**config.mk**
```make
export PLATFORM = sky130hd
export DESIGN_NAME = cci_top
export DESIGN_NICKNAME = d
export VERILOG_FILES = /design/src/pkg/cci_pkg.sv /design/src/cci_bit_tick.sv /design/src/cci_nvm_timer.sv /design/src/cci_top.sv
export SDC_FILE = /design/constraint.sdc
export NUM_CORES = 1
export LEC_CHECK = 0
export BUFFER_PORTS_ARGS = -buffer_cell sky130_fd_sc_hd__buf_2
export CAP_MARGIN = 40
export CORE_MARGIN = 2
export CORE_UTILIZATION = 60
export DETAILED_ROUTE_END_ITERATION = 10
export PLACE_DENSITY_LB_ADDON = 0.15
export SLEW_MARGIN = 20
export SYNTH_ARGS = -nofsm -noshare
export SYNTH_HDL_FRONTEND = slang
export SYNTH_HIERARCHICAL = 1
export SYNTH_SLANG_ARGS = --single-unit
```
**constraint.sdc**
```tcl
create_clock -name ref_clk -period 5.8 [get_ports ref_clk]
set_input_delay 0.58 -clock ref_clk [delete_from_list [all_inputs] [get_ports ref_clk]]
set_output_delay 0.58 -clock ref_clk [all_outputs]
set_load 0.03 [all_outputs]
```
**src/pkg/cci_pkg.sv**
```systemverilog
// Constants for the bus command interpreter of the power stage.
// Assumes one 50 MHz clock and frames already assembled by a bus controller.
package cci_pkg;

    // ------------------------------------------------------------
    // Timing
    // ------------------------------------------------------------
    localparam int CLK_HZ = 50_000_000;
    localparam int CAN_BPS = 250_000;
    localparam int BIT_CYCLES = CLK_HZ / CAN_BPS;
    localparam int QUIET_SHORT_S = 60;
    localparam int QUIET_LONG_S = 600;

    // ------------------------------------------------------------
    // Frame identifiers and lengths
    // ------------------------------------------------------------
    localparam logic [20:0] ID_CMD = 21'h000C03;
    localparam logic [20:0] ID_REPLY = 21'h000C02;
    localparam logic [3:0] DLC_CMD = 4'h2;

    // ------------------------------------------------------------
    // Command codes
    // ------------------------------------------------------------
    localparam logic [15:0] CMD_OPERATION = 16'h0000;
    localparam logic [15:0] CMD_VSET = 16'h0020;
    localparam logic [15:0] CMD_ISET = 16'h0030;
    localparam logic [15:0] CMD_DATE = 16'h0086;
    localparam logic [15:0] CMD_SER_LO = 16'h0087;
    localparam logic [15:0] CMD_SER_HI = 16'h0088;
    localparam logic [15:0] CMD_SCALE = 16'h00C0;
    localparam logic [15:0] CMD_STATUS = 16'h00C1;
    localparam logic [15:0] CMD_SETUP = 16'h00C2;
    localparam logic [15:0] CMD_FLOW = 16'h0140;

    // ------------------------------------------------------------
    // Scaling codes (0 unsupported, 4..9 = 0.001..100)
    // ------------------------------------------------------------
    localparam logic [3:0] dc_voltage_scale_code = 4'h5;
    localparam logic [3:0] dc_current_scale_code = 4'h5;
    localparam logic [3:0] ac_input_scale_code = 4'h6;
    localparam logic [3:0] SC_FAN = 4'h7;
    localparam logic [3:0] SC_TEMP = 4'h6;

    // ------------------------------------------------------------
    // Field positions
    // ------------------------------------------------------------
    localparam int ST_MASTER = 0;
    localparam int ST_RAIL = 1;
    localparam int ST_PRIMARY = 2;
    localparam int ST_DLOAD = 4;
    localparam int ST_INIT = 5;
    localparam int ST_NVMERR = 6;
    localparam int SU_BUS = 0;
    localparam int SU_INIT_LSB = 1;
    localparam int SU_POL_LSB = 8;
    localparam int SU_OFF = 10;
    localparam int FLOW_MODE = 0;

    // ------------------------------------------------------------
    // Encodings and reset values
    // ------------------------------------------------------------
    localparam logic [1:0] PRE_OFF = 2'h0;
    localparam logic [1:0] PRE_ON = 2'h1;
    localparam logic [1:0] PRE_PREV = 2'h2;
    localparam logic [1:0] CODE_RESERVED = 2'h3;
    localparam logic [1:0] POL_NOW = 2'h0;
    localparam logic [1:0] POL_1MIN = 2'h1;
    localparam logic [1:0] SETUP_INIT_RST = 2'h1;
    localparam logic OP_RST = 1'b1;
    localparam logic FLOW_RST = 1'b0;

endpackage

```
**src/cci_bit_tick.sv**
```systemverilog
// Bit-rate enable divider for the 250 kbit/s bus.
// Assumes ref_clk at CLK_HZ; tick is one cycle wide.
`timescale 1ns/1ps
`default_nettype none
module cci_bit_tick
    import cci_pkg::*;
(
    input wire logic ref_clk,
    input wire logic resetn,
    output logic tick
);
    typedef struct packed {
        logic [7:0] cnt;
        logic tick;
    } cci_tick_t;

    cci_tick_t r;
    cci_tick_t n;

    always_comb begin
        n = r;
        n.tick = 1'b0;
        if (r.cnt == 8'(BIT_CYCLES - 1)) begin
            n.cnt = 8'h00;
            n.tick = 1'b1;
        end else begin
            n.cnt = r.cnt + 8'h01;
        end
    end

    always_ff @(posedge ref_clk) begin
        if (!resetn) begin
            r <= '0;
        end else begin
            r <= n;
        end
    end

    assign tick = r.tick;

    property p_bit_period;
        @(posedge ref_clk) disable iff (!resetn) r.tick |-> ##200 r.tick;
    endproperty
    a_bit_period: assert property (p_bit_period) else $error("bit tick period wrong");
endmodule
`default_nettype wire

```
**src/cci_nvm_timer.sv**
```systemverilog
// Nonvolatile write scheduler: commits after the chosen quiet time.
// Assumes change is a one-cycle pulse per parameter write.
`timescale 1ns/1ps
`default_nettype none
module cci_nvm_timer
    import cci_pkg::*;
#(
    parameter int SEC_CYCLES = CLK_HZ
)
(
    input wire logic ref_clk,
    input wire logic resetn,
    input wire logic change,
    input wire logic [1:0] policy,
    input wire logic save_off,
    output logic commit
);
    typedef struct packed {
        logic pending;
        logic [31:0] div;
        logic [9:0] quiet;
        logic commit;
    } cci_nvm_t;

    cci_nvm_t r;
    cci_nvm_t n;
    logic due;

    always_comb begin
        n = r;
        n.commit = 1'b0;
        if (policy == POL_NOW) begin
            due = 1'b1;
        end else if (policy == POL_1MIN) begin
            due = r.quiet >= 10'(QUIET_SHORT_S);
        end else begin
            due = r.quiet >= 10'(QUIET_LONG_S);
        end
        if (change) begin
            // A new change restarts the quiet time and wins over a commit.
            n.pending = 1'b1;
            n.div = 32'h0000_0000;
            n.quiet = 10'h000;
        end else if (r.pending) begin
            if (r.div == 32'(SEC_CYCLES - 1)) begin
                n.div = 32'h0000_0000;
                if (r.quiet != 10'h3FF) begin
                    n.quiet = r.quiet + 10'h001;
                end
            end else begin
                n.div = r.div + 32'h0000_0001;
            end
            if (due) begin
                n.pending = 1'b0;
                n.commit = 1'b1;
            end
        end
        if (save_off) begin
            n.pending = 1'b0;
            n.commit = 1'b0;
        end
    end

    always_ff @(posedge ref_clk) begin
        if (!resetn) begin
            r <= '0;
        end else begin
            r <= n;
        end
    end

    assign commit = r.commit;

    property p_immediate;
        @(posedge ref_clk) disable iff (!resetn)
            change && policy == POL_NOW && !save_off ##1 !change && !save_off |=> commit;
    endproperty
    a_immediate: assert property (p_immediate) else $error("immediate write missing");

    property p_save_off;
        @(posedge ref_clk) disable iff (!resetn) save_off |=> !commit;
    endproperty
    a_save_off: assert property (p_save_off) else $error("write while saving off");
endmodule
`default_nettype wire

```
**src/cci_top.sv**
```systemverilog
// Command interpreter: decodes bus frames, holds the setup registers,
// builds read replies and drives the power stage control levels.
// Assumes a bus controller hands over whole frames with a valid/ready pair.
//
// Overview of operation
// - Scaling byte0 low nibble: DC voltage code
// - Scaling byte0 high nibble: DC current code
// - Scaling byte1 low nibble: AC voltage code
// - Scaling byte1 high nibble: fan speed code
// - Scaling byte2 low nibble: temperature code
// - Status bit0 shows parallel master
// - Status bits1,2 show rail and primary good
// - Status bit4 shows dummy load on
// - Status bit5 shows initialisation finished
// - Memory error flags, shuts down, indicator dark
// - Setup bit0 picks bus or local control
// - Setup bits1-2 give power-up operation preset
// - Setup high bits0-1 give write delay policy
// - Setup high bit2 disables nonvolatile saving
// - Flow bit0 picks auto or battery mode
// - Read reply: id 02, echo command, data
// - Operation read returns one byte, length three
// - Extended identifiers at 250 kbit/s only
// - Address from three switches, all on zero
// - Setpoints are unsigned counts of 0.01
// - Same factor for writes and reads
// - Flow mode change acts after restart
`timescale 1ns/1ps
`default_nettype none
module cci_top
    import cci_pkg::*;
#(
    parameter int SEC_CYCLES = CLK_HZ
)
(
    input wire logic ref_clk,
    input wire logic resetn,
    input wire logic rx_valid,
    input wire logic [28:0] rx_id,
    input wire logic rx_ext,
    input wire logic [3:0] rx_dlc,
    input wire logic [63:0] rx_data,
    output logic rx_ready,
    output logic tx_valid,
    output logic [28:0] tx_id,
    output logic tx_ext,
    output logic [3:0] tx_dlc,
    output logic [63:0] tx_data,
    input wire logic tx_ready,
    input wire logic [2:0] addr_sw,
    input wire logic restart_req,
    input wire logic st_master,
    input wire logic st_rail_good,
    input wire logic st_primary_good,
    input wire logic st_dummy_load,
    input wire logic st_init_done,
    input wire logic st_nvm_error,
    input wire logic [15:0] knob_voltage,
    input wire logic [15:0] knob_current,
    output logic bus_control,
    output logic operate_on,
    output logic [15:0] charge_voltage_setpoint,
    output logic [15:0] charge_current_setpoint,
    output logic flow_mode_active,
    output logic [1:0] nvm_write_policy,
    output logic nvm_save_disable,
    output logic nvm_write_strobe,
    output logic protect_shutdown,
    output logic indicator_on,
    output logic can_bit_tick
);
    // ------------------------------------------------------------
    // State
    // ------------------------------------------------------------
    typedef struct packed {
        logic op;
        logic saved_op;
        logic bus_ctrl;
        logic [1:0] op_init;
        logic [1:0] nvm_pol;
        logic nvm_off;
        logic flow_sel;
        logic flow_act;
        logic [15:0] vset;
        logic [15:0] iset;
        logic [47:0] date;
        logic [47:0] ser_lo;
        logic [47:0] ser_hi;
        logic [15:0] status;
        logic change;
        logic rx_ready;
        logic tx_valid;
        logic [28:0] tx_id;
        logic [3:0] tx_dlc;
        logic [63:0] tx_data;
        logic run;
        logic [15:0] v_out;
        logic [15:0] i_out;
        logic shutdown;
        logic led;
    } cci_state_t;

    cci_state_t r;
    cci_state_t n;

    logic [7:0] unit_addr;
    logic take;
    logic [15:0] cmd;
    logic [3:0] len;
    logic [47:0] wdat;
    logic [47:0] rval;
    logic nvm_commit;

    // ------------------------------------------------------------
    // Data length of each command, zero when unknown
    // ------------------------------------------------------------
    function automatic logic [3:0] cmd_len(input logic [15:0] c);
        if (c == CMD_OPERATION) begin
            cmd_len = 4'h1;
        end else if (c == CMD_VSET || c == CMD_ISET || c == CMD_STATUS) begin
            cmd_len = 4'h2;
        end else if (c == CMD_SETUP || c == CMD_FLOW) begin
            cmd_len = 4'h2;
        end else if (c == CMD_DATE || c == CMD_SER_LO || c == CMD_SER_HI) begin
            cmd_len = 4'h6;
        end else if (c == CMD_SCALE) begin
            cmd_len = 4'h6;
        end else begin
            cmd_len = 4'h0;
        end
    endfunction

    // ------------------------------------------------------------
    // Next state
    // ------------------------------------------------------------
    always_comb begin
        n = r;
        n.change = 1'b0;
        unit_addr = {5'h00, ~addr_sw};
        cmd = rx_data[15:0];
        len = cmd_len(cmd);
        wdat = rx_data[63:16];
        take = rx_valid && r.rx_ready && rx_ext && rx_id[28:8] == ID_CMD
            && rx_id[7:0] == unit_addr;

        n.status = 16'h0000;
        n.status[ST_MASTER] = st_master;
        n.status[ST_RAIL] = st_rail_good;
        n.status[ST_PRIMARY] = st_primary_good;
        n.status[ST_DLOAD] = st_dummy_load;
        n.status[ST_INIT] = st_init_done;
        n.status[ST_NVMERR] = st_nvm_error;

        // Read value; counts are stored and returned unchanged.
        if (cmd == CMD_OPERATION) begin
            rval = {47'h0, r.op};
        end else if (cmd == CMD_VSET) begin
            rval = {32'h0, r.vset};
        end else if (cmd == CMD_ISET) begin
            rval = {32'h0, r.iset};
        end else if (cmd == CMD_DATE) begin
            rval = r.date;
        end else if (cmd == CMD_SER_LO) begin
            rval = r.ser_lo;
        end else if (cmd == CMD_SER_HI) begin
            rval = r.ser_hi;
        end else if (cmd == CMD_SCALE) begin
            rval = {24'h0, 4'h0, SC_TEMP, SC_FAN, ac_input_scale_code,
                dc_current_scale_code, dc_voltage_scale_code};
        end else if (cmd == CMD_STATUS) begin
            rval = {32'h0, r.status};
        end else if (cmd == CMD_SETUP) begin
            rval = {32'h0, 5'h00, r.nvm_off, r.nvm_pol, 5'h00, r.op_init, r.bus_ctrl};
        end else if (cmd == CMD_FLOW) begin
            rval = {47'h0, r.flow_sel};
        end else begin
            rval = 48'h0;
        end

        if (r.tx_valid && tx_ready) begin
            n.tx_valid = 1'b0;
        end

        if (take && len != 4'h0) begin
            if (rx_dlc == DLC_CMD) begin
                n.tx_valid = 1'b1;
                n.tx_id = {ID_REPLY, unit_addr};
                n.tx_dlc = DLC_CMD + len;
                n.tx_data = {rval, cmd};
            end else if (rx_dlc == DLC_CMD + len) begin
                if (cmd == CMD_OPERATION) begin
                    n.op = wdat[0];
                    n.change = 1'b1;
                end else if (cmd == CMD_VSET) begin
                    n.vset = wdat[15:0];
                    n.change = 1'b1;
                end else if (cmd == CMD_ISET) begin
                    n.iset = wdat[15:0];
                    n.change = 1'b1;
                end else if (cmd == CMD_DATE) begin
                    n.date = wdat;
                end else if (cmd == CMD_SER_LO) begin
                    n.ser_lo = wdat;
                end else if (cmd == CMD_SER_HI) begin
                    n.ser_hi = wdat;
                end else if (cmd == CMD_SETUP) begin
                    n.bus_ctrl = wdat[SU_BUS];
                    if (wdat[SU_INIT_LSB +: 2] != CODE_RESERVED) begin
                        n.op_init = wdat[SU_INIT_LSB +: 2];
                    end
                    if (wdat[SU_POL_LSB +: 2] != CODE_RESERVED) begin
                        n.nvm_pol = wdat[SU_POL_LSB +: 2];
                    end
                    n.nvm_off = wdat[SU_OFF];
                end else if (cmd == CMD_FLOW) begin
                    n.flow_sel = wdat[FLOW_MODE];
                end
            end
        end

        if (nvm_commit) begin
            n.saved_op = r.op;
        end

        // A restart applies the power-up preset and the stored flow mode.
        if (restart_req) begin
            n.flow_act = r.flow_sel;
            if (r.op_init == PRE_OFF) begin
                n.op = 1'b0;
            end else if (r.op_init == PRE_ON) begin
                n.op = 1'b1;
            end else if (r.op_init == PRE_PREV) begin
                n.op = r.saved_op;
            end
        end

        n.run = (r.bus_ctrl ? r.op : 1'b1) && !st_nvm_error;
        n.v_out = r.bus_ctrl ? r.vset : knob_voltage;
        n.i_out = r.bus_ctrl ? r.iset : knob_current;
        n.shutdown = st_nvm_error;
        n.led = !st_nvm_error;
        n.rx_ready = !n.tx_valid;
    end

    always_ff @(posedge ref_clk) begin
        if (!resetn) begin
            r <= '0;
            r.op <= OP_RST;
            r.saved_op <= OP_RST;
            r.op_init <= SETUP_INIT_RST;
            r.nvm_pol <= POL_NOW;
            r.flow_sel <= FLOW_RST;
            r.flow_act <= FLOW_RST;
            r.rx_ready <= 1'b1;
            r.led <= 1'b1;
        end else begin
            r <= n;
        end
    end

    // ------------------------------------------------------------
    // Helpers
    // ------------------------------------------------------------
    cci_nvm_timer #(
        .SEC_CYCLES(SEC_CYCLES)
    ) u_nvm (
        .ref_clk(ref_clk),
        .resetn(resetn),
        .change(r.change),
        .policy(r.nvm_pol),
        .save_off(r.nvm_off),
        .commit(nvm_commit)
    );

    cci_bit_tick u_tick (
        .ref_clk(ref_clk),
        .resetn(resetn),
        .tick(can_bit_tick)
    );

    // ------------------------------------------------------------
    // Outputs
    // ------------------------------------------------------------
    assign rx_ready = r.rx_ready;
    assign tx_valid = r.tx_valid;
    assign tx_id = r.tx_id;
    assign tx_ext = 1'b1;
    assign tx_dlc = r.tx_dlc;
    assign tx_data = r.tx_data;
    assign bus_control = r.bus_ctrl;
    assign operate_on = r.run;
    assign charge_voltage_setpoint = r.v_out;
    assign charge_current_setpoint = r.i_out;
    assign flow_mode_active = r.flow_act;
    assign nvm_write_policy = r.nvm_pol;
    assign nvm_save_disable = r.nvm_off;
    assign nvm_write_strobe = nvm_commit;
    assign protect_shutdown = r.shutdown;
    assign indicator_on = r.led;

    // ------------------------------------------------------------
    // Checks
    // ------------------------------------------------------------
    property p_op_reply;
        @(posedge ref_clk) disable iff (!resetn)
            take && rx_dlc == 4'h2 && rx_data[15:0] == 16'h0000 |=>
            tx_valid && tx_dlc == 4'h3 && tx_id[28:8] == 21'h000C02
            && tx_data[15:0] == 16'h0000 && tx_data[23:16] == {7'h00, $past(r.op)};
    endproperty
    a_op_reply: assert property (p_op_reply) else $error("operation reply wrong");

    property p_reply_addr;
        @(posedge ref_clk) disable iff (!resetn)
            take && rx_dlc == 4'h2 && len != 4'h0 |=> tx_id[7:0] == $past(rx_id[7:0]);
    endproperty
    a_reply_addr: assert property (p_reply_addr) else $error("reply address wrong");

    property p_std_ignored;
        @(posedge ref_clk) disable iff (!resetn)
            !tx_valid && rx_valid && !rx_ext |=> !tx_valid;
    endproperty
    a_std_ignored: assert property (p_std_ignored) else $error("standard frame answered");

    property p_scale;
        @(posedge ref_clk) disable iff (!resetn)
            take && rx_dlc == 4'h2 && rx_data[15:0] == 16'h00C0 |=>
            tx_data[39:16] == 24'h067655 && tx_dlc == 4'h8;
    endproperty
    a_scale: assert property (p_scale) else $error("scaling reply wrong");

    property p_nvm_err;
        @(posedge ref_clk) disable iff (!resetn)
            st_nvm_error |=> !operate_on && !indicator_on && protect_shutdown;
    endproperty
    a_nvm_err: assert property (p_nvm_err) else $error("memory error not shut down");

    property p_reserved;
        @(posedge ref_clk) disable iff (!resetn)
            take && rx_dlc == 4'h4 && rx_data[15:0] == 16'h00C2
            && rx_data[18:17] == 2'h3 && !restart_req |=> $stable(r.op_init);
    endproperty
    a_reserved: assert property (p_reserved) else $error("reserved preset taken");

    property p_flow_delay;
        @(posedge ref_clk) disable iff (!resetn)
            !restart_req |=> $stable(flow_mode_active);
    endproperty
    a_flow_delay: assert property (p_flow_delay) else $error("flow mode changed early");

    property p_local;
        @(posedge ref_clk) disable iff (!resetn)
            !bus_control ##1 !bus_control |-> charge_voltage_setpoint == $past(knob_voltage);
    endproperty
    a_local: assert property (p_local) else $error("local setpoint not followed");
endmodule
`default_nettype wire

```
==> results.cfg <==
[sta]
fin_crit_sh = 0.7326
worst_slack_ns = 1.551
setup_violations = 0
max_freq_ghz = 0.2353
tns_ns = 0
max_slew.worst_pin.slew_ns = 1.238
slew_viol_final = 0
rsz0062_at_grt = no
min_period_ns = 4.249
max_slew_margin = 0.1747
fin_skew_ns = 0.01481
finalHoldViolations = 0

[clocking]
htreeDepth = 2
cts_buffers = 38
cts_root_buffer = clkbuf_16
postCtsHoldBufs = 0
cts_tree = done
cts_sinks = 354
clockBufferDepth = 3
worst_skew_pair.late_latency_ns = 0.53
cts_repair_resize_count = 0
postCtsSetupRepairBufs = 0
clkSlewWorstSetupHoldPaths_ns = 0.06

[power]
seqPwrFrac = 0.482
ir_drop_uv = 228.4
p_per_area_mw_per_mm2 = 286.6
power_leakage_nw = 6.859
p_sw_w = 0.001156
sw_frac_of_total = 0.2273
intPower_w = 0.003931
p_clk_frac = 0.466
p_comb_frac = 0.052

[floorplanning]
die_y_um = 167.1
ios = 286
core_area_mm2 = 0.02606
die_w_um = 167.1
die-area_mm2 = 0.02791
start_util = 0.6122
rows = 59

[hold_path]
holdPathStages = 2
min_from = st_nvm_error
hold_end = operate_on
min-delay-path-class = in2reg

[final_layout]
stdcell_count = 2344
fillCellCount = 2173
layout.nets = 2134
drive_gt1_frac = 0.1839
areaGrowthSynthToFinish_pct = 11.27
fin_util = 0.6812

[global_route]
first_global_vias = 12535
grt_pass1_wl_mm = 65.63
grt_antenna_before_repair = 3
grt.overflow.total = 0
grt_max_degree = 239
track_usage = 0.2854

[routing]
vias = 13508
drt_wl_total_mm = 41.49
vias_per_cell = 5.763
drtPass1Iterations = 6
drt_iter0_drc = 1218
remaining_drc_errors = 0
ant_nets = 0
wl_per_cell_um = 17.70

[synth]
ys_ff_latch = 354
ys_async_sr_fraction = 0
avgSynthCellArea_um2 = 8.450
synthTopCellsByCount = nand2_1, dfxtp_1, a21oi_1
synthTopCellsByArea = dfxtp_1, nand2_1, mux2i_1
synth_flop_cell = dfxtp_1
ys_seq_area_frac = 0.4442
synth_top_area_frac = 0.4442
synth_edf_count = 0
synth_area_mm2 = 0.01595
synth.distinct_cells = 73
netlist_instances = 1888
synth_largest_area_cell = dfxtp_1
yosysWarnings = 6
synth_most_common_cell = nand2_1

[worst_setup_path]
setup.worst_path.end_class = flip-flop
rrSetupSlack_ns = 2.85
startpoint_type = primary input
worstPathMaxFanout = 25
required_ns = 6.15
worstRegToRegCells = 7
rr_endpoint = r[228]
worstSetupPathType = in2reg
reg2reg_from = rx_ready
cp.arrival_ns = 4.60

[run_status]
status = completed

[placement]
post-dp-hpwl_mm = 27.59
port_buffers = 261
place_ws_ns = 1.153
dp.cells = 2277
gp_congestion = 0.9047

[job]
max_cap_viol_count = 0
==> flip-flops by register name, indices dropped and copies added, names as in the netlist, 2 cells and up <==
signal / count
u_tick/r: 8
tx_id: 4
tx_data: 64
r: 188
nvm_write_policy: 2
charge_voltage_setpoint: 16
u_nvm/r: 43
charge_current_setpoint: 16
tx_dlc: 4
==> layer usage <==
metal,vias to the layer above,track usage,part of all wire
li1,6512,-,-
met1,6376,0.3750,0.42
met2,532,0.4733,0.47
met3,88,0.04872,0.075
met4,0,0.1042,0.033
met5,-,0,0
==> power groups by stage <==
stage                     combinational, W  sequential (W)  clock, W
after floorplan                   0.000174         0.00251         0
after global placement            0.000256         0.00251         0
after detailed placement          0.000260         0.00251         0
after CTS                         0.000262         0.00245   0.00240
after global routing              0.000282         0.00245   0.00249
final                             0.000264         0.00245   0.00237
==> area by class of cell <==
type / instances / area [µm²] / area share
Multi-Input combinational cell: 1287 / 7391 / 0.4163
Sequential cell: 354 / 7088 / 0.3993
Timing Repair Buffer: 284 / 1556 / 0.08768
Clock buffer: 53 / 1089 / 0.06132
Tap cell: 335 / 419.2 / 0.02361
Clock inverter: 9 / 125.1 / 0.007048
Inverter: 19 / 76.32 / 0.004299
Antenna cell: 3 / 7.507 / 0.0004229
==> critical path: stages <==
cell and delay (ns):
buf_2 0.10, nor3_1 0.71, and3_1 0.38, o21a_1 0.47
ha_1 0.37, xnor2_1 0.21, o311ai_0 0.15, buf_4 0.19
or4_2 0.97, buf_16 0.30, nand2_1 0.09, a21oi_1 0.07
==> metrics by stage <==
step | hold WS, ns | total power, W | cell area (µm²)
CTS | 0.2280 | 0.005115 | 17720
floorplan | 0.4273 | 0.002682 | 16040
global route | 0.2424 | 0.005230 | 17750
detailed placement | 0.4423 | 0.002767 | 16510
finish | 0.2387 | 0.005087 | 17750
global placement | 0.4341 | 0.002764 | 16410
==> worst max-delay path by stage <==
stage                    start      to  slack, ns  cells after the start
finish              rx_data[9]  r[228]       1.55                     12
detailed placement  rx_data[9]  r[228]       1.15                     12
global placement    rx_data[6]  r[282]       1.18                     12
floorplan           rx_data[9]  r[274]       2.22                     12
CTS                 rx_data[9]  r[228]       1.68                     12
global route        rx_data[9]  r[219]       1.45                     12
==> cell usage in the layout, fill, tap and decap left out, types with 7 or more instances in the layout <==
cell / Yosys / layout
nand2_1: 372 / 372
nand2b_1: 10 / 10
mux2i_1: 131 / 131
nor2b_1: 7 / 7
nor3_1: 13 / 13
o21ai_0: 18 / 18
and3_1: 19 / 19
dfxtp_1: 354 / 353
a211oi_1: 42 / 42
buf_2: 31 / 262
clkbuf_16: 0 / 39
nand4_1: 20 / 20
clkbuf_1: 69 / 8
nor4_1: 14 / 14
buf_4: 138 / 15
or3_1: 14 / 14
a21oi_1: 202 / 202
a32o_1: 12 / 12
and2_1: 15 / 15
xor2_1: 28 / 28
o22ai_1: 13 / 13
conb_1: 2 / 24
inv_1: 19 / 18
nand3_1: 29 / 28
nor2_1: 170 / 170
xnor2_1: 11 / 11
and4_1: 11 / 10
==> cells by family (layout without fill, tap and decap cells) <==
family | Yosys count | in the layout | synth area share
compound gates | 338 | 338 | 0.1285
xor+xnor | 39 | 39 | 0.02141
fa+ha+maj | 6 | 6 | 0.004705
buf+inv | 269 | 365 | 0.1001
flops | 354 | 354 | 0.4442
mux | 134 | 134 | 0.08431
other cells | 2 | 27 | 0.0004707
simple gates | 746 | 746 | 0.2163
Note: power is estimated with default switching activity, not from simulation.
